==> src/hw/uart_cs_pkg.sv <==
// constants, field layouts and state types of the serial port control and status block
package uart_cs_pkg;

  // ----------------------------------------------------------------
  // register bus geometry
  // ----------------------------------------------------------------
  localparam int unsigned ADDR_W = 12;               // byte address width
  localparam int unsigned DATA_W = 8;                // register width

  // ----------------------------------------------------------------
  // register offsets
  // ----------------------------------------------------------------
  localparam logic [11:0] OFF_DATA   = 12'hF40;      // write: tx char, read: rx char
  localparam logic [11:0] OFF_STAT_A = 12'hF41;      // line status
  localparam logic [11:0] OFF_CTL_A  = 12'hF42;      // serial_control_a
  localparam logic [11:0] OFF_CTL_B  = 12'hF43;      // serial_control_b
  localparam logic [11:0] OFF_STAT_B = 12'hF44;      // serial_status_b
  localparam logic [11:0] OFF_IRQ_ST = 12'hF45;      // sticky events, write one to clear
  localparam logic [11:0] OFF_IRQ_MK = 12'hF46;      // event mask
  localparam logic [11:0] OFF_DIV_LO = 12'hF47;      // baud divisor low byte
  localparam logic [11:0] OFF_DIV_HI = 12'hF48;      // baud divisor high byte

  // ----------------------------------------------------------------
  // reset values
  // ----------------------------------------------------------------
  localparam logic [7:0] CTL_A_RST  = 8'h00;
  localparam logic [7:0] CTL_B_RST  = 8'h00;
  localparam logic [7:0] IRQ_RST    = 8'h00;
  localparam logic [7:0] DIV_LO_RST = 8'h01;
  localparam logic [7:0] DIV_HI_RST = 8'h00;

  // ----------------------------------------------------------------
  // field positions
  // ----------------------------------------------------------------
  localparam int unsigned CB_TIMEOUT_IRQ = 6;        // divider_timeout_irq
  localparam int unsigned CB_NINE_BIT    = 5;        // nine_bit_mode_on
  localparam int unsigned CB_TX_MARK     = 3;        // marker bit to send
  localparam int unsigned EV_TX_DONE     = 0;        // event bits
  localparam int unsigned EV_RX_DONE     = 1;
  localparam int unsigned EV_RX_ERR      = 2;
  localparam int unsigned EV_N           = 3;

  // ----------------------------------------------------------------
  // bit timing: divider ticks per bit
  // ----------------------------------------------------------------
  localparam logic [3:0] TICK_LAST = 4'hF;           // sixteen ticks per bit
  localparam logic [3:0] TICK_HALF = 4'h7;           // middle of the start bit
  localparam logic [2:0] DATA_LAST = 3'h7;           // eight data bits

  // ----------------------------------------------------------------
  // types
  // ----------------------------------------------------------------
  typedef struct packed {
    logic tx_on;
    logic rx_on;
    logic clear_to_send_gate;
    logic parity_on;
    logic parity_odd;
    logic force_break;
    logic two_stop;
    logic loopback_on;
  } ctl_a_t;

  typedef enum logic [2:0] {B_IDLE, B_START, B_DATA, B_MARK, B_PAR, B_STOP} bit_state_t;

endpackage

==> src/hw/uart_control_status.sv <==
// serial port with control, status, loopback, break and divider-timeout interrupt
//
// Added by the designer: the strobed register port.
`timescale 1ns/1ps
`default_nettype none

// Functional notes
// - transmit needs enable, and low CTS when gated
// - ungated transmitter ignores CTS completely
// - receiver works only while enabled
// - parity enable adds one parity bit
// - parity select: zero even, one odd
// - break holds line low, aborts character
// - stop select: one or two stop bits
// - loopback routes transmit into receiver
// - status bit zero holds last marker bit
// - reading receive data clears marker flag
// - upper seven status bits read zero
// - disabled port: divider zero raises receive interrupt
// - enabled port: timeout field has no effect
// - nine-bit mode adds marker bit per character
module uart_control_status (
  input  wire logic                          clk_sys,  // system clock
  input  wire logic                          rstn,     // async reset, active low
  input  wire logic [uart_cs_pkg::ADDR_W-1:0] addr,    // register address
  input  wire logic [uart_cs_pkg::DATA_W-1:0] wdata,   // write data
  input  wire logic                          wr,       // write strobe
  input  wire logic                          rd,       // read strobe
  output logic      [uart_cs_pkg::DATA_W-1:0] rdata,   // read data, cycle after rd
  input  wire logic                          rxd,      // serial line in
  input  wire logic                          cts_n,    // clear to send, active low
  output logic                               txd,      // serial line out
  output logic                               irq       // level interrupt
);
  import uart_cs_pkg::*;

  // ----------------------------------------------------------------
  // registers and state
  // ----------------------------------------------------------------
  ctl_a_t            ctl_a_q;        // control a fields
  logic [7:0]        ctl_b_q;        // control b byte
  logic [EV_N-1:0]   ev_q;           // sticky events
  logic [EV_N-1:0]   mask_q;         // event mask
  logic [7:0]        div_lo_q;       // divisor low
  logic [7:0]        div_hi_q;       // divisor high
  logic [15:0]       div_cnt_q;      // down counter
  logic [7:0]        rdata_q;        // read data flop
  logic [2:0]        rx_sync_q;      // rx pin synchroniser
  logic [2:0]        cts_sync_q;     // cts pin synchroniser
  logic              rx_f_q;         // filtered rx pin
  logic              cts_f_q;        // filtered cts pin
  logic              txd_q;          // line output flop
  bit_state_t        tx_st_q;        // transmit state
  logic [3:0]        tx_ph_q;        // tick within bit
  logic [2:0]        tx_idx_q;       // data bit index
  logic              tx_stop2_q;     // second stop bit pending
  logic [7:0]        tx_sh_q;        // transmit shifter
  logic              tx_par_q;       // parity bit to send
  logic              tx_mark_q;      // marker bit to send
  logic [7:0]        tx_hold_q;      // pending character
  logic              tx_pend_q;      // character waiting
  bit_state_t        rx_st_q;        // receive state
  logic [3:0]        rx_ph_q;        // tick within bit
  logic [2:0]        rx_idx_q;       // data bit index
  logic [7:0]        rx_sh_q;        // receive shifter
  logic              rx_par_q;       // running parity
  logic              rx_mark_q;      // marker in flight
  logic              rx_perr_q;      // parity error in flight
  logic [7:0]        rx_data_q;      // received character
  logic              rx_valid_q;     // character available
  logic              last_marker_bit_rx_q; // last marker bit
  logic              err_par_q;      // last char parity error
  logic              err_frm_q;      // last char framing error

  // ----------------------------------------------------------------
  // decode and combinational helpers
  // ----------------------------------------------------------------
  wire        sel_data   = addr == OFF_DATA;
  wire        sel_stat_a = addr == OFF_STAT_A;
  wire        sel_ctl_a  = addr == OFF_CTL_A;
  wire        sel_ctl_b  = addr == OFF_CTL_B;
  wire        sel_stat_b = addr == OFF_STAT_B;
  wire        sel_irq_st = addr == OFF_IRQ_ST;
  wire        sel_irq_mk = addr == OFF_IRQ_MK;
  wire        sel_div_lo = addr == OFF_DIV_LO;
  wire        sel_div_hi = addr == OFF_DIV_HI;
  wire        rd_data    = rd && sel_data;           // consumes rx character
  wire [15:0] div_val    = {div_hi_q, div_lo_q};
  wire        tick       = div_cnt_q == 16'h0000;    // divider reached zero
  wire        port_en    = ctl_a_q.tx_on || ctl_a_q.rx_on;
  wire        nine_bit   = ctl_b_q[CB_NINE_BIT];
  // transmitter may send: enable, and cts low only when gated
  wire        tx_allow   = ctl_a_q.tx_on && (!ctl_a_q.clear_to_send_gate || !cts_f_q);
  wire        tx_start   = tx_st_q == B_IDLE && tx_pend_q && tx_allow && !ctl_a_q.force_break;
  wire        tx_bit_end = tick && tx_ph_q == TICK_LAST;
  wire        rx_sample  = tick && rx_ph_q == TICK_LAST;
  // divider timeout feeds the receive event only while the port is off
  wire        div_rx_ev  = tick && !port_en && ctl_b_q[CB_TIMEOUT_IRQ];

  // bit on the transmit side before break and loopback
  logic tx_bit;
  always_comb
  begin
    unique case (tx_st_q)
      B_IDLE:  tx_bit = 1'b1;
      B_START: tx_bit = 1'b0;
      B_DATA:  tx_bit = tx_sh_q[0];                  // lsb first
      B_MARK:  tx_bit = tx_mark_q;
      B_PAR:   tx_bit = tx_par_q;
      B_STOP:  tx_bit = 1'b1;
      default: tx_bit = 1'b1;
    endcase
  end
  wire tx_line = ctl_a_q.force_break ? 1'b0 : tx_bit;
  wire rx_line = ctl_a_q.loopback_on ? tx_line : rx_f_q;

  // end-of-character events
  wire tx_done = tx_st_q == B_STOP && tx_bit_end && !(ctl_a_q.two_stop && !tx_stop2_q);
  wire rx_done = rx_st_q == B_STOP && rx_sample && ctl_a_q.rx_on;
  wire rx_err  = rx_done && (rx_perr_q || !rx_line);
  wire [EV_N-1:0] ev_set = {rx_err, rx_done || div_rx_ev, tx_done};

  // read mux
  wire [7:0] stat_a = {4'h0, err_par_q, err_frm_q, rx_valid_q, tx_pend_q || tx_st_q != B_IDLE};
  wire [7:0] stat_b = {7'h00, last_marker_bit_rx_q};
  wire [7:0] rmux   = sel_data   ? rx_data_q :
                      sel_stat_a ? stat_a :
                      sel_ctl_a  ? ctl_a_q :
                      sel_ctl_b  ? ctl_b_q :
                      sel_stat_b ? stat_b :
                      sel_irq_st ? {5'h00, ev_q} :
                      sel_irq_mk ? {5'h00, mask_q} :
                      sel_div_lo ? div_lo_q :
                      sel_div_hi ? div_hi_q : 8'h00; // unmapped reads zero

  assign rdata = rdata_q;
  assign txd   = txd_q;
  assign irq   = |(ev_q & mask_q);

  // ----------------------------------------------------------------
  // register file
  // ----------------------------------------------------------------
  // software writes; read data captured for the next cycle
  always_ff @(posedge clk_sys or negedge rstn)
  begin
    if (!rstn)
    begin
      ctl_a_q  <= CTL_A_RST;
      ctl_b_q  <= CTL_B_RST;
      mask_q   <= IRQ_RST[EV_N-1:0];
      div_lo_q <= DIV_LO_RST;
      div_hi_q <= DIV_HI_RST;
      rdata_q  <= 8'h00;
    end
    else
    begin
      if (wr && sel_ctl_a) ctl_a_q  <= wdata;
      if (wr && sel_ctl_b) ctl_b_q  <= wdata;
      if (wr && sel_irq_mk) mask_q  <= wdata[EV_N-1:0];
      if (wr && sel_div_lo) div_lo_q <= wdata;
      if (wr && sel_div_hi) div_hi_q <= wdata;
      rdata_q <= rd ? rmux : 8'h00;
    end
  end

  // sticky events: a set in the clearing cycle wins
  always_ff @(posedge clk_sys or negedge rstn)
  begin
    if (!rstn)
      ev_q <= IRQ_RST[EV_N-1:0];
    else
      ev_q <= (ev_q & ~((wr && sel_irq_st) ? wdata[EV_N-1:0] : 3'h0)) | ev_set;
  end

  // ----------------------------------------------------------------
  // pin synchronisers and baud divider
  // ----------------------------------------------------------------
  // three stages; level taken once stages two and three agree
  always_ff @(posedge clk_sys or negedge rstn)
  begin
    if (!rstn)
    begin
      rx_sync_q  <= 3'h7;
      cts_sync_q <= 3'h7;
      rx_f_q     <= 1'b1;
      cts_f_q    <= 1'b1;
    end
    else
    begin
      rx_sync_q  <= {rx_sync_q[1:0], rxd};
      cts_sync_q <= {cts_sync_q[1:0], cts_n};
      if (rx_sync_q[1] == rx_sync_q[2]) rx_f_q <= rx_sync_q[2];
      if (cts_sync_q[1] == cts_sync_q[2]) cts_f_q <= cts_sync_q[2];
    end
  end

  // divider counts down and reloads; zero is one tick
  always_ff @(posedge clk_sys or negedge rstn)
  begin
    if (!rstn)
      div_cnt_q <= 16'h0000;
    else
      div_cnt_q <= tick ? div_val - 16'h0001 : div_cnt_q - 16'h0001;
  end

  // ----------------------------------------------------------------
  // transmitter
  // ----------------------------------------------------------------
  // holding register and framing sequence
  always_ff @(posedge clk_sys or negedge rstn)
  begin
    if (!rstn)
    begin
      tx_st_q <= B_IDLE;
      tx_ph_q <= 4'h0;
      tx_idx_q <= 3'h0;
      tx_stop2_q <= 1'b0;
      tx_sh_q <= 8'h00;
      tx_par_q <= 1'b0;
      tx_mark_q <= 1'b0;
      tx_hold_q <= 8'h00;
      tx_pend_q <= 1'b0;
      txd_q <= 1'b1;
    end
    else
    begin
      txd_q <= ctl_a_q.loopback_on ? 1'b1 : tx_line;  // pin idles in loopback
      if (wr && sel_data)
      begin
        tx_hold_q <= wdata;
        tx_pend_q <= 1'b1;
      end
      tx_ph_q <= tick ? tx_ph_q + 4'h1 : tx_ph_q;
      if (ctl_a_q.force_break)
        tx_st_q <= B_IDLE;                            // abort character
      else if (tx_start)
      begin
        tx_st_q <= B_START;
        tx_ph_q <= 4'h0;
        tx_sh_q <= tx_hold_q;
        tx_pend_q <= wr && sel_data;
        tx_mark_q <= ctl_b_q[CB_TX_MARK];
        // parity covers data and marker
        tx_par_q <= ^tx_hold_q ^ (nine_bit & ctl_b_q[CB_TX_MARK]) ^ ctl_a_q.parity_odd;
      end
      else if (tx_bit_end)
      begin
        unique case (tx_st_q)
          B_START:
          begin
            tx_st_q  <= B_DATA;
            tx_idx_q <= 3'h0;
          end
          B_DATA:
          begin
            tx_sh_q  <= {1'b0, tx_sh_q[7:1]};
            tx_idx_q <= tx_idx_q + 3'h1;
            if (tx_idx_q == DATA_LAST)
              tx_st_q <= nine_bit ? B_MARK : ctl_a_q.parity_on ? B_PAR : B_STOP;
            tx_stop2_q <= 1'b0;
          end
          B_MARK:  tx_st_q <= ctl_a_q.parity_on ? B_PAR : B_STOP;
          B_PAR:   tx_st_q <= B_STOP;
          B_STOP:
          begin
            if (ctl_a_q.two_stop && !tx_stop2_q)
              tx_stop2_q <= 1'b1;                     // second stop bit
            else
              tx_st_q <= B_IDLE;
          end
          default: tx_st_q <= B_IDLE;
        endcase
      end
    end
  end

  // ----------------------------------------------------------------
  // receiver
  // ----------------------------------------------------------------
  // start detect, mid-bit sampling, result capture
  always_ff @(posedge clk_sys or negedge rstn)
  begin
    if (!rstn)
    begin
      rx_st_q <= B_IDLE;
      rx_ph_q <= 4'h0;
      rx_idx_q <= 3'h0;
      rx_sh_q <= 8'h00;
      rx_par_q <= 1'b0;
      rx_mark_q <= 1'b0;
      rx_perr_q <= 1'b0;
      rx_data_q <= 8'h00;
      rx_valid_q <= 1'b0;
      last_marker_bit_rx_q <= 1'b0;
      err_par_q <= 1'b0;
      err_frm_q <= 1'b0;
    end
    else
    begin
      rx_ph_q <= tick ? rx_ph_q + 4'h1 : rx_ph_q;
      if (rd_data)
      begin
        rx_valid_q <= 1'b0;
        last_marker_bit_rx_q <= 1'b0;
      end
      if (!ctl_a_q.rx_on)
        rx_st_q <= B_IDLE;
      else
      begin
        unique case (rx_st_q)
          B_IDLE:
            if (!rx_line)
            begin
              rx_st_q <= B_START;
              rx_ph_q <= 4'h0;
            end
          B_START:
            if (tick && rx_ph_q == TICK_HALF)
            begin
              rx_st_q <= rx_line ? B_IDLE : B_DATA;   // false start rejected
              rx_ph_q <= 4'h0;
              rx_idx_q <= 3'h0;
              rx_par_q <= ctl_a_q.parity_odd;
              rx_mark_q <= 1'b0;
              rx_perr_q <= 1'b0;
            end
          B_DATA:
            if (rx_sample)
            begin
              rx_sh_q  <= {rx_line, rx_sh_q[7:1]};    // lsb first
              rx_par_q <= rx_par_q ^ rx_line;
              rx_idx_q <= rx_idx_q + 3'h1;
              if (rx_idx_q == DATA_LAST)
                rx_st_q <= nine_bit ? B_MARK : ctl_a_q.parity_on ? B_PAR : B_STOP;
            end
          B_MARK:
            if (rx_sample)
            begin
              rx_mark_q <= rx_line;
              rx_par_q  <= rx_par_q ^ rx_line;
              rx_st_q   <= ctl_a_q.parity_on ? B_PAR : B_STOP;
            end
          B_PAR:
            if (rx_sample)
            begin
              rx_perr_q <= rx_par_q ^ rx_line;
              rx_st_q   <= B_STOP;
            end
          B_STOP:
            if (rx_sample)
              rx_st_q <= B_IDLE;
          default: rx_st_q <= B_IDLE;
        endcase
      end
      if (rx_done)
      begin
        rx_data_q <= rx_sh_q;
        rx_valid_q <= 1'b1;                           // new character beats read clear
        last_marker_bit_rx_q <= rx_mark_q;
        err_par_q <= rx_perr_q;
        err_frm_q <= !rx_line;
      end
    end
  end

  // ----------------------------------------------------------------
  // assertions
  // ----------------------------------------------------------------
  property p_tx_gate;
    @(posedge clk_sys) disable iff (!rstn)
    (tx_st_q == B_START && $past(tx_st_q) == B_IDLE) |-> $past(tx_allow) && $past(ctl_a_q.tx_on);
  endproperty
  a_tx_gate: assert property (p_tx_gate) else $error("transmit started without permission");

  property p_cts_ignored;
    @(posedge clk_sys) disable iff (!rstn)
    (tx_st_q == B_IDLE && tx_pend_q && ctl_a_q.tx_on && !ctl_a_q.clear_to_send_gate && !ctl_a_q.force_break)
      |=> tx_st_q == B_START;
  endproperty
  a_cts_ignored: assert property (p_cts_ignored) else $error("ungated transmitter did not start");

  property p_rx_off;
    @(posedge clk_sys) disable iff (!rstn)
    !ctl_a_q.rx_on |=> rx_st_q == B_IDLE && !$rose(rx_valid_q);
  endproperty
  a_rx_off: assert property (p_rx_off) else $error("receiver active while disabled");

  property p_break_low;
    @(posedge clk_sys) disable iff (!rstn)
    (ctl_a_q.force_break && !ctl_a_q.loopback_on) |=> !txd_q && tx_st_q == B_IDLE;
  endproperty
  a_break_low: assert property (p_break_low) else $error("break did not hold line low");

  property p_two_stop;
    @(posedge clk_sys) disable iff (!rstn)
    (tx_st_q == B_STOP && tx_bit_end && ctl_a_q.two_stop && !tx_stop2_q && !ctl_a_q.force_break)
      |=> tx_st_q == B_STOP && tx_stop2_q;
  endproperty
  a_two_stop: assert property (p_two_stop) else $error("second stop bit missing");

  property p_loopback;
    @(posedge clk_sys) disable iff (!rstn)
    ctl_a_q.loopback_on |-> (rx_line == tx_line) ##1 txd_q;
  endproperty
  a_loopback: assert property (p_loopback) else $error("loopback path wrong");

  property p_marker;
    @(posedge clk_sys) disable iff (!rstn)
    rx_done |=> last_marker_bit_rx_q == $past(rx_mark_q) && rx_valid_q;
  endproperty
  a_marker: assert property (p_marker) else $error("marker flag not captured");

  property p_marker_clr;
    @(posedge clk_sys) disable iff (!rstn)
    (rd_data && !rx_done) |=> !last_marker_bit_rx_q;
  endproperty
  a_marker_clr: assert property (p_marker_clr) else $error("data read left marker set");

  property p_stat_b_zero;
    @(posedge clk_sys) disable iff (!rstn)
    (rd && sel_stat_b) |=> rdata[7:1] == 7'h00 && rdata[0] == $past(last_marker_bit_rx_q);
  endproperty
  a_stat_b_zero: assert property (p_stat_b_zero) else $error("status b upper bits not zero");

  property p_div_irq;
    @(posedge clk_sys) disable iff (!rstn)
    (tick && ctl_b_q[CB_TIMEOUT_IRQ] && !port_en) |=> ev_q[EV_RX_DONE];
  endproperty
  a_div_irq: assert property (p_div_irq) else $error("divider timeout missed");

  property p_div_quiet;
    @(posedge clk_sys) disable iff (!rstn)
    (port_en && !rx_done && !ev_q[EV_RX_DONE]) |=> !ev_q[EV_RX_DONE];
  endproperty
  a_div_quiet: assert property (p_div_quiet) else $error("timeout fired while enabled");

  c_tx_char:  cover property (@(posedge clk_sys) disable iff (!rstn) tx_done);
  c_rx_char:  cover property (@(posedge clk_sys) disable iff (!rstn) rx_done && !rx_err);
  c_rx_err:   cover property (@(posedge clk_sys) disable iff (!rstn) rx_err);
  c_div_tick: cover property (@(posedge clk_sys) disable iff (!rstn) div_rx_ev);

endmodule

`default_nettype wire

==> config.mk <==
export PLATFORM = sky130hd
export DESIGN_NAME = uart_control_status
export DESIGN_NICKNAME = d
export VERILOG_FILES = /design/src/hw/uart_cs_pkg.sv /design/src/hw/uart_control_status.sv
export SDC_FILE = /design/constraint.sdc
export NUM_CORES = 1
export LEC_CHECK = 0
export BUFFER_PORTS_ARGS = -buffer_cell sky130_fd_sc_hd__buf_2
export CAP_MARGIN = 40
export CORE_UTILIZATION = 45
export DETAILED_ROUTE_END_ITERATION = 6
export PLACE_DENSITY = 0.67
export SLEW_MARGIN = 20
export SYNTH_ARGS = -nofsm -noshare
export SYNTH_HDL_FRONTEND = slang
export SYNTH_SLANG_ARGS = --single-unit
export TNS_END_PERCENT = 50
==> constraint.sdc <==
create_clock -name clk_sys -period 2.8 [get_ports clk_sys]
set_input_delay 0.28 -clock clk_sys [delete_from_list [all_inputs] [get_ports clk_sys]]
set_output_delay 0.28 -clock clk_sys [all_outputs]
set_load 0.01 [all_outputs]
Word-level counts from Yosys, hierarchy flattened. Cells that the tools add are included.

Register bits after elaboration: 134. Input bits: 26. Output and inout port bits: 10. Logic and storage cells: 225.

$add $sub $neg: 6. Equal/unequal tests: 41. Mux-type cells: 64. Bitwise operators: 10. Reduce and logical (&&, ||, !) cells: 63.

Operators with widths (number): $eq 12x12->1 const B (9); $mux 8 (13); $mux 3 (17); $sub 16x1->16 const B (2); $mux 4 (7); $logic_and 1x1->1 (23); $ne 3x3->1 const B (7); $reduce_and 4->1 (5); $eq 3x3->1 const B (6); $pmux 3 s6 (1); $reduce_bool 2->1 (9); $logic_not 16->1 (1); $mux 16 (1); $mux 1 (15); $pmux 3 s5 (1); $eq 3x2->1 const B (4); $pmux 3 s2 (2); $reduce_and 3->1 (3); $add 4x1->4 const B (2); $eq 4x4->1 const B (2); $ne 2x2->1 const B (4); $ne 4x4->1 const B (2); $pmux 1 s2 (4); $pmux 4 s2 (1); 23 further kinds (43).

Depth between registers and ports, before layout. Gate-level depths: netlist of run 1.

Depth in word-level cells: 11. Depth in mapped cells: 11. Mapped depth without buffers: 9.

Worst setup path before layout of run 1. No wires, ideal clock.

Path kind: reg-to-reg. Start point: register div_cnt_q[9]. End point: register div_cnt_q[14]. Setup time: 125 ps. Data arrival time: 2557 ps. Data required time: 2675 ps. Slack: 118 ps. Cell stages (with the launch flop): 12. Buffers on the path: 2. Clock period less this slack: 2682 ps. Cell sequence: dfrtp_1 -> or4_4 -> or2_1 -> buf_6 -> nor2_2 -> buf_2 -> a21oi_1 -> ha_1 -> o311ai_2 -> or4_1 -> nor3_1 -> xnor2_1.

Longest elaborated chain between the ends: 2. Elaborated cells between the ends (all ways): 3. Those cells by class: add/sub (1); mux (1); reduce/logical (1).

RTL lines: start, declared (line uart_control_status.sv:46) `logic [15:0] div_cnt_q;`; start signal, assigned (line uart_control_status.sv:203) `div_cnt_q <= tick ? div_val - 16'h0001 : div_cnt_q - 16'h0001;`; $sub 16x1->16 or $logic_not 16->1 (tied branches) (line uart_control_status.sv:203, uart_control_status.sv:89); $mux 16 * (line uart_control_status.sv:203).

Every way passes the cells marked *; elsewhere a longest branch is shown, timed or not. A chain may end at the register's enable or synchronous reset.

Worst setup path after layout of run 1.
Start point: register div_cnt_q[9]. End point: register tx_idx_q[1].

Longest elaborated chain between the ends: 3.

RTL lines: $logic_not 16->1 (line uart_control_status.sv:89) `wire tick = div_cnt_q == 16'h0000;`; $logic_and 1x1->1 (line uart_control_status.sv:95) `wire tx_bit_end = tick && tx_ph_q == TICK_LAST;`; $reduce_and 4->1 (no line); end signal, assigned (line uart_control_status.sv:257) `tx_idx_q <= tx_idx_q + 3'h1;`; end, declared (line uart_control_status.sv:55) `logic [2:0] tx_idx_q;`.

No other way between the ends.

==> impl_table.tex, run 1 <==
\begin{tabular}{lr}
\hline
Metric & Value \\
\hline
\multicolumn{2}{l}{\textbf{Setup path}} \\
Critical register-to-register path endpoint & tx\_idx\_q[1] \\
Worst r2r src & div\_cnt\_q[9] \\
R2r worst-path depth & 7 \\
CP Class & flip-flop to flip-flop \\
Worst-path fanout max & 5 \\
Launching element type of the critical path & flip-flop \\
Slack of the worst reg-to-reg path & 160 ps \\
Arrival time of the worst setup path & 2950 ps \\
WP data required & 3110 ps \\
Crit. End Element & flip-flop \\
\multicolumn{2}{l}{\textbf{Die}} \\
Die W & 124 microns \\
Height of the chip & 124 microns \\
Number of placement rows & 44 \\
Area enclosed by the die boundary & 15500 sq um \\
Number of top-level design ports & 36 \\
Floorplan core area & 14600 sq um \\
Effective utilization at floorplan & 46.3\% \\
\multicolumn{2}{l}{\textbf{Timing}} \\
Final worst hold slack & 148 ps \\
Total negative slack & 0 ps \\
Final critical path time including I/O delays and setup & 2640 ps \\
Final setup skew & 12.1 ps \\
Number of pins with negative max-slew slack in the final report & 0 \\
Setup repair after global routing missed its margin & true \\
Transition time at the pin with the least slew margin & 882 ps \\
Worst-case headroom to the max-slew limit & 40.8\% \\
Fmax & 0.379 GHz \\
Setup violation total in the final timing report & 0 \\
Final Cycle Share & 94.3\% \\
Final-report hold violation count & 0 \\
\multicolumn{2}{l}{\textbf{Clock tree}} \\
CTS max path bufs & 2 \\
Clock tree sinks & 134 \\
Clock transition at the registers of the reported paths & 60 ps \\
Latest clock arrival within the worst-skew pair & 430 ps \\
Clock buffer count from CTS & 17 \\
Clock root buffer master & sky130\_fd\_sc\_hd\_\_clkbuf\_16 \\
Number of buffers added for setup after CTS & 0 \\
CTS tree & done \\
Maximum level of the CTS H-tree & 4 \\
\multicolumn{2}{l}{\textbf{Yosys}} \\
Most common cell in the netlist & sky130\_fd\_sc\_hd\_\_dfrtp\_1 \\
Netlist area before placement & 6750 sq um \\
Synthesized area divided by synthesized cell count & 10.3 sq um \\
Cell type with the largest total area after synthesis & sky130\_fd\_sc\_hd\_\_dfrtp\_1 \\
Leading register cell type out of synthesis & sky130\_fd\_sc\_hd\_\_dfrtp\_1 \\
Netlist cell types & 67 \\
Gate Count Post-Synth & 658 \\
Most numerous cell types in the synthesized netlist & 124 x sky130\_fd\_sc\_hd\_\_dfrtp\_1, 96 x sky130\_fd\_sc\_hd\_\_nand2\_1, 47 x sky130\_fd\_sc\_hd\_\_mux2\_2, 43 x sky130\_fd\_sc\_hd\_\_o21ai\_0, 41 x sky130\_fd\_sc\_hd\_\_nor2\_1 \\
Post-synthesis async set-or-reset flop share & 100\% \\
Synthesis warning total & 0 \\
Number of synthesized flops with an enable pin & 0 \\
Seq cells post-synth & 134 \\
Synth area leaders & sky130\_fd\_sc\_hd\_\_dfrtp\_1 46\%, sky130\_fd\_sc\_hd\_\_mux2\_2 7.8\%, sky130\_fd\_sc\_hd\_\_nand2\_1 5.3\% \\
Portion of synthesized cell area occupied by the leading cell type & 46.0\% \\
Post-synthesis sequential area ratio & 49.9\% \\
Post-Syn Nets & 691 \\
\multicolumn{2}{l}{\textbf{Placed design}} \\
Post-DP HPWL & 11.7 mm \\
Final estimated routing congestion in global placement & 0.880 \\
Count of buffers inserted at the top-level ports & 35 \\
\multicolumn{2}{l}{\textbf{Detailed routing}} \\
Ratio of routed vias to standard cells & 5.88 \\
Routed Wire Length & 16.5 mm \\
\# DRC & 0 \\
First-pass detailed-route iteration total & 6 \\
Via count & 5300 \\
Per-cell routed wire length & 18.3 microns \\
Remaining antenna violation count & 0 \\
Starting DRC count in detailed routing & 354 \\
\multicolumn{2}{l}{\textbf{Cells and area}} \\
Share of final-layout standard cells stronger than drive strength 1 & 23.0\% \\
Diode count & 0 \\
Growth of design area from synthesis to finish & 15.8\% \\
Final core area utilization & 53.6\% \\
Layout net count & 737 \\
\multicolumn{2}{l}{\textbf{Global routing}} \\
Vias in the first global route & 5256 \\
Overall routing resource usage & 22.3\% \\
Largest net degree at the start of global routing & 77 \\
Antenna violations before repair & 0 \\
Remaining Overflow, GRT & 0 \\
First-pass GRT wire length & 27.2 mm \\
\multicolumn{2}{l}{\textbf{Min path}} \\
Kind of path behind the tightest hold check & input port to flip-flop \\
Worst Min Path Start & wdata[7] \\
Hold Path Stages & 3 \\
Hold Path Sink & ctl\_b\_q[7] \\
\multicolumn{2}{l}{\textbf{Power and ir drop}} \\
PwrDens & 570 nW/um\^{}2 \\
Leakage power of the design & 3.42 nW \\
Tot Pwr & 4.45 mW \\
IR drop worst, VDD & 365 uV \\
\multicolumn{2}{l}{\textbf{Run}} \\
Total of max-cap violations & 0 \\
\multicolumn{2}{l}{\textbf{Run status}} \\
Result of the run & complete, no violations \\
\hline
\end{tabular}
-- repair_timing --
| action | in CTS | in global routing |
|---|---|---|
| endpoints found under the setup margin | 0 | 2 |
| hold buffers | 3 | 0 |
| gates resized for setup | 0 | 1 |
| hold endpoints to repair | 51 | 0 |
-- worst max-delay path, stage by stage (launching register included) --
cell and delay (ps):
sky130_fd_sc_hd__dfrtp_1 420, sky130_fd_sc_hd__or4_4 590, sky130_fd_sc_hd__or2_1 280, sky130_fd_sc_hd__buf_4 190, sky130_fd_sc_hd__nor4_4 390, sky130_fd_sc_hd__nand3b_2 150
sky130_fd_sc_hd__or2_1 260, sky130_fd_sc_hd__a22o_1 240
-- final cells by class --
| cell class | count | area [sq um] |
|---|---|---|
| timing repair buffer | 54 | 340 |
| fill | 1243 | 6770 |
| sequential | 134 | 3370 |
| clock buffer | 21 | 504 |
| inverter | 16 | 60.1 |
| multi-input combinational | 481 | 3210 |
| tap | 184 | 230 |
| clock inverter | 11 | 105 |
-- power breakdown --
group | leakage [nW] | total, mW | switching [mW] | internal, mW
combinational | 1.42 | 0.177 | 0.113 | 0.0642
clock | 0.288 | 2.25 | 0.867 | 1.39
sequential | 1.71 | 2.02 | 0.0448 | 1.98
-- registers in the layout, summed over array words and instances (netlist names), 4 cells and up --
signal / flops
tx_sh_q: 8
tx_hold_q: 8
div_lo_q: 8
rx_sh_q: 8
rx_ph_q: 4
tx_ph_q: 4
div_cnt_q: 16
div_hi_q: 8
ctl_b_q: 8
ctl_a_q: 8
rx_data_q: 8
rdata: 8
-- metrics by stage --
stage                     area (sq um)  std cells  setup WS (ps)
after CTS                         7810        900           54.3
after global placement            7170        865            215
after global routing              7820        901          -21.3
after floorplan                   6750        658            118
after detailed placement          7170        865           46.1
final                             7820        901            161
-- cell families after synthesis --
logic type | Yosys count | share of synthesized area [%]
multiplexers | 63 | 10.2
buffers and inverters | 43 | 2.61
AND/OR/NAND/NOR | 238 | 18.2
flip-flops | 134 | 49.9
AO/OA/AOI/OAI | 145 | 14.1
adder cells (fa/ha/maj) | 9 | 1.59
XOR/XNOR | 26 | 3.37
-- how the worst max path moves through the flow --
stage                       startpoint            end
final                     div_cnt_q[9]    tx_idx_q[1]
after floorplan           div_cnt_q[9]  div_cnt_q[14]
after global placement         addr[5]   tx_hold_q[5]
after global routing      div_cnt_q[9]     tx_sh_q[3]
after CTS                 div_cnt_q[5]   div_cnt_q[6]
after detailed placement  div_cnt_q[5]   div_cnt_q[6]
-- cells in the final DEF (no fill, tap or decap), types with 8 or more instances in the layout --
cell type and instances:
sky130_fd_sc_hd__nand2_1 96, sky130_fd_sc_hd__nor3_1 13, sky130_fd_sc_hd__clkbuf_16 20, sky130_fd_sc_hd__nand2b_1 16, sky130_fd_sc_hd__inv_1 16, sky130_fd_sc_hd__buf_2 34
sky130_fd_sc_hd__a22o_1 8, sky130_fd_sc_hd__mux2_2 47, sky130_fd_sc_hd__xnor2_1 16, sky130_fd_sc_hd__xor2_1 10, sky130_fd_sc_hd__buf_4 14, sky130_fd_sc_hd__a21oi_1 38
sky130_fd_sc_hd__nor2b_1 8, sky130_fd_sc_hd__dfrtp_1 124, sky130_fd_sc_hd__nand4_1 10, sky130_fd_sc_hd__mux2i_1 16, sky130_fd_sc_hd__dfstp_2 10, sky130_fd_sc_hd__nor2_1 41
sky130_fd_sc_hd__o21ai_0 43
-- layer usage --
metal  GRT usage (%)  vias up  part of all wire (%)
met3            4.73       29                   5.6
li1                -     2463                     -
met5               0        -                     0
met4            8.93        0                   2.4
met1            30.2     2638                    44
met2            34.9      170                    48
(Power assumes the default switching activity.)
==> inputs of run 2 (changes only) <==
--- a/config.mk
+++ b/config.mk
@@ -5,12 +5,12 @@
 export SDC_FILE = /design/constraint.sdc
 export NUM_CORES = 1
 export LEC_CHECK = 0
-export BUFFER_PORTS_ARGS = -buffer_cell sky130_fd_sc_hd__buf_2
+export BUFFER_PORTS_ARGS = -buffer_cell sky130_fd_sc_hd__buf_4
 export CAP_MARGIN = 40
 export CORE_UTILIZATION = 45
 export DETAILED_ROUTE_END_ITERATION = 6
 export PLACE_DENSITY = 0.67
-export SLEW_MARGIN = 20
+export SLEW_MARGIN = 30
 export SYNTH_ARGS = -nofsm -noshare
 export SYNTH_HDL_FRONTEND = slang
 export SYNTH_SLANG_ARGS = --single-unit
==> run 2 against run 1 <==
Clock-buffer cell count shrank 2. Fmax fell by 0.67%. Global-route usage grew 0.60 points. Sequential power barely moved. Routed wire length rose by 1.2%. Register-to-register slack worse by 20 ps. Worst hold slack got worse by 24 ps. Non-clock buffer count up 3.
==> impl_table.tex, run 2 (synthesis results as in run 1) <==
\begin{tabular}{lr}
\hline
Metric & Value \\
\hline
\multicolumn{2}{l}{\textbf{Placed design}} \\
Pre-CTS worst setup slack & 112 ps (+66.0 ps) \\
Final estimated routing congestion in global placement & 0.848 (-3.7\%) \\
Area post-placement & 7280 sq um (+1.5\%) \\
Count of buffers inserted at the top-level ports & 35 (unchanged) \\
Post-DP HPWL & 11.9 mm (+2.0\%) \\
\multicolumn{2}{l}{\textbf{Cells and area}} \\
Flip-flop count of the largest register, all copies and words added & 16 (unchanged) \\
Leading cell types in the layout, fill and taps excluded & 124 x sky130\_fd\_sc\_hd\_\_dfrtp\_1, 96 x sky130\_fd\_sc\_hd\_\_nand2\_1, 51 x sky130\_fd\_sc\_hd\_\_buf\_4 \\
Post-route cell area & 7910 sq um (+1.1\%) \\
Share of final-layout standard cells stronger than drive strength 1 & 23.5\% (+0.46 points) \\
Top reg by flops & div\_cnt\_q \\
Leading cell type in the layout, fill and taps excluded & sky130\_fd\_sc\_hd\_\_dfrtp\_1 \\
Layout net count & 740 (+0.41\%) \\
Growth of design area from synthesis to finish & 17.2\% \\
Diode count & 0 (unchanged) \\
\multicolumn{2}{l}{\textbf{Setup path}} \\
Arrival time of the worst setup path & 2950 ps (about the same) \\
Crit. End Element & flip-flop \\
Worst-path fanout max & 6 (+1) \\
WP data required & 3100 ps (about the same) \\
CP Class & flip-flop to flip-flop \\
Launching element type of the critical path & flip-flop \\
Worst r2r src & div\_cnt\_q[5] \\
Slack of the worst reg-to-reg path & 140 ps (-20 ps) \\
R2r worst-path depth & 9 (+2) \\
Critical register-to-register path endpoint & div\_cnt\_q[10] \\
\multicolumn{2}{l}{\textbf{Timing}} \\
Final Cycle Share & 94.9\% (+0.63 points) \\
Number of pins with negative max-slew slack in the final report & 0 (unchanged) \\
Total negative slack & 0 ps (unchanged) \\
Final-report hold violation count & 0 (unchanged) \\
Transition time at the pin with the least slew margin & 830 ps (-52.5 ps) \\
Final setup skew & 10.8 ps (-1.33 ps) \\
Setup repair after global routing missed its margin & false \\
Setup violation total in the final timing report & 0 (unchanged) \\
Fmax & 0.376 GHz (-0.67\%) \\
Setup WS post-layout & 143 ps (-17.7 ps) \\
Worst-case headroom to the max-slew limit & 44.4\% (+3.5 points) \\
Final critical path time including I/O delays and setup & 2660 ps (+17.7 ps) \\
\multicolumn{2}{l}{\textbf{Power and ir drop}} \\
IR drop worst, VDD & 416 uV (+14\%) \\
Sw frac & 23.4\% (+0.43 points) \\
Leakage power of the design & 3.45 nW (+0.94\%) \\
Flop pwr share & 46.2\% (+0.8 points) \\
Combinational fraction of design power & 4.3\% (+0.3 points) \\
Reported net switching power & 1.03 mW (+0.22\%) \\
Share of power burned in the clock network & 49.5\% (-1.1 points) \\
Cell Int Power & 3.36 mW (-2.1\%) \\
PwrDens & 554 nW/um\^{}2 (-2.7\%) \\
\multicolumn{2}{l}{\textbf{Global routing}} \\
Largest net degree at the start of global routing & 72 (-6.5\%) \\
Vias in the first global route & 5359 (+2.0\%) \\
Antenna violations before repair & 0 (unchanged) \\
Remaining Overflow, GRT & 0 (unchanged) \\
First-pass GRT wire length & 27.8 mm (+2.2\%) \\
Overall routing resource usage & 22.9\% (+0.60 points) \\
\multicolumn{2}{l}{\textbf{Clock tree}} \\
CTS tree & done \\
Clock transition at the registers of the reported paths & 60 ps (about the same) \\
Latest clock arrival within the worst-skew pair & 420 ps (about the same) \\
Number of buffers added for setup after CTS & 0 (unchanged) \\
Clock tree sinks & 134 (unchanged) \\
Maximum level of the CTS H-tree & 4 (unchanged) \\
CTS max path bufs & 2 (unchanged) \\
Clock buffer count from CTS & 17 (unchanged) \\
Clock root buffer master & sky130\_fd\_sc\_hd\_\_clkbuf\_16 \\
\multicolumn{2}{l}{\textbf{Run}} \\
Total of max-cap violations & 0 (unchanged) \\
\multicolumn{2}{l}{\textbf{Min path}} \\
Hold Path Stages & 3 (unchanged) \\
Hold Path Sink & ctl\_b\_q[7] \\
Kind of path behind the tightest hold check & input port to flip-flop \\
Worst Min Path Start & wdata[7] \\
\multicolumn{2}{l}{\textbf{Detailed routing}} \\
\# DRC & 0 (unchanged) \\
Routed Wire Length & 16.7 mm (+1.2\%) \\
Ratio of routed vias to standard cells & 5.86 (-0.39\%) \\
Per-cell routed wire length & 18.5 microns (+0.89\%) \\
Starting DRC count in detailed routing & 440 (+24\%) \\
First-pass detailed-route iteration total & 5 (-1) \\
Via count & 5297 (-0.057\%) \\
Remaining antenna violation count & 0 (unchanged) \\
\multicolumn{2}{l}{\textbf{Die}} \\
Height of the chip & 124 microns (unchanged) \\
Area enclosed by the die boundary & 15500 sq um (unchanged) \\
Floorplan core area & 14600 sq um (unchanged) \\
Die W & 124 microns (unchanged) \\
Number of top-level design ports & 36 (unchanged) \\
Effective utilization at floorplan & 46.3\% (unchanged) \\
Number of placement rows & 44 (unchanged) \\
\multicolumn{2}{l}{\textbf{Run status}} \\
Result of the run & complete, no violations \\
\hline
\end{tabular}
[run 2: changes by cell type in the layout (fill, tap and decap cells not counted), moves of 2 or more]
| cell | delta |
|---|---|
| sky130_fd_sc_hd__buf_2 | -34 |
| sky130_fd_sc_hd__buf_4 | +37 |
| sky130_fd_sc_hd__clkbuf_1 | -2 |
| sky130_fd_sc_hd__clkbuf_16 | -2 |
| sky130_fd_sc_hd__clkinv_4 | +3 |
[run 2: per-layer routing]
metal | track usage, % | up-vias | part of all wire (%) | routed length (microns)
li1 | - | 2463 | - | -
met1 | 30.1 | 2640 | 44 | 7370
met2 | 37.0 | 163 | 49 | 8090
met3 | 4.17 | 31 | 4.7 | 783
met4 | 9.99 | 0 | 2.7 | 443
met5 | 0 | - | 0 | 0
[run 2: cell type report]
| class | count | area [sq um] |
|---|---|---|
| Fill cell | 1262 | 6680 |
| Clock inverter | 13 | 120 |
| Sequential cell | 134 | 3370 |
| Clock buffer | 19 | 464 |
| Tap cell | 184 | 230 |
| Multi-Input combinational cell | 481 | 3210 |
| Timing Repair Buffer | 57 | 454 |
| Inverter | 16 | 60.1 |
[run 2: power by group through the flow]
stage / Sequential [mW] / Combinational [mW] / Clock [mW]
after floorplan: 2.04 / 0.0840 / 0
after global placement: 2.05 / 0.184 / 0
after detailed placement: 2.05 / 0.187 / 0
after CTS: 2.02 / 0.192 / 2.20
after global routing: 2.03 / 0.210 / 2.28
final: 2.02 / 0.189 / 2.17
[run 2: worst max path at each step]
stage               cells past startpoint          from             to  slack [ps]
floorplan                              11  div_cnt_q[9]  div_cnt_q[14]         120
global placement                        6       addr[5]   tx_hold_q[5]         160
detailed placement                      6       addr[5]   tx_hold_q[4]         110
CTS                                     9  div_cnt_q[5]   div_cnt_q[6]         110
global route                            7  div_cnt_q[8]     tx_sh_q[0]          10
finish                                  9  div_cnt_q[5]  div_cnt_q[10]         140
[run 2: stage by stage]
step / hold WS, ps / util, % / instances / power, mW
6_report: 124 / 54.2 / 904 / 4.38
3_3_place_gp: 334 / 49.9 / 868 / 2.23
4_1_cts: 115 / 54.1 / 903 / 4.41
2_1_floorplan: -15.6 / - / 658 / 2.12
5_1_grt: 138 / 54.2 / 904 / 4.52
3_5_place_dp: 331 / 49.9 / 868 / 2.24
[run 2: timing repair]
action,CTS,global route
resized for setup,0,2
hold buffers,3,0
endpoints found under the hold margin,70,0
setup endpoints to repair,0,1
[run 2: critical path, stage by stage, from the launching register on]
cell and delay [ps]:
sky130_fd_sc_hd__dfrtp_1 440, sky130_fd_sc_hd__or3_1 220, sky130_fd_sc_hd__or2_1 150, sky130_fd_sc_hd__nor2_2 60
sky130_fd_sc_hd__a21oi_1 180, sky130_fd_sc_hd__ha_1 240, sky130_fd_sc_hd__o311ai_2 170, sky130_fd_sc_hd__or4_1 600
sky130_fd_sc_hd__nor4_1 350, sky130_fd_sc_hd__xnor2_1 120
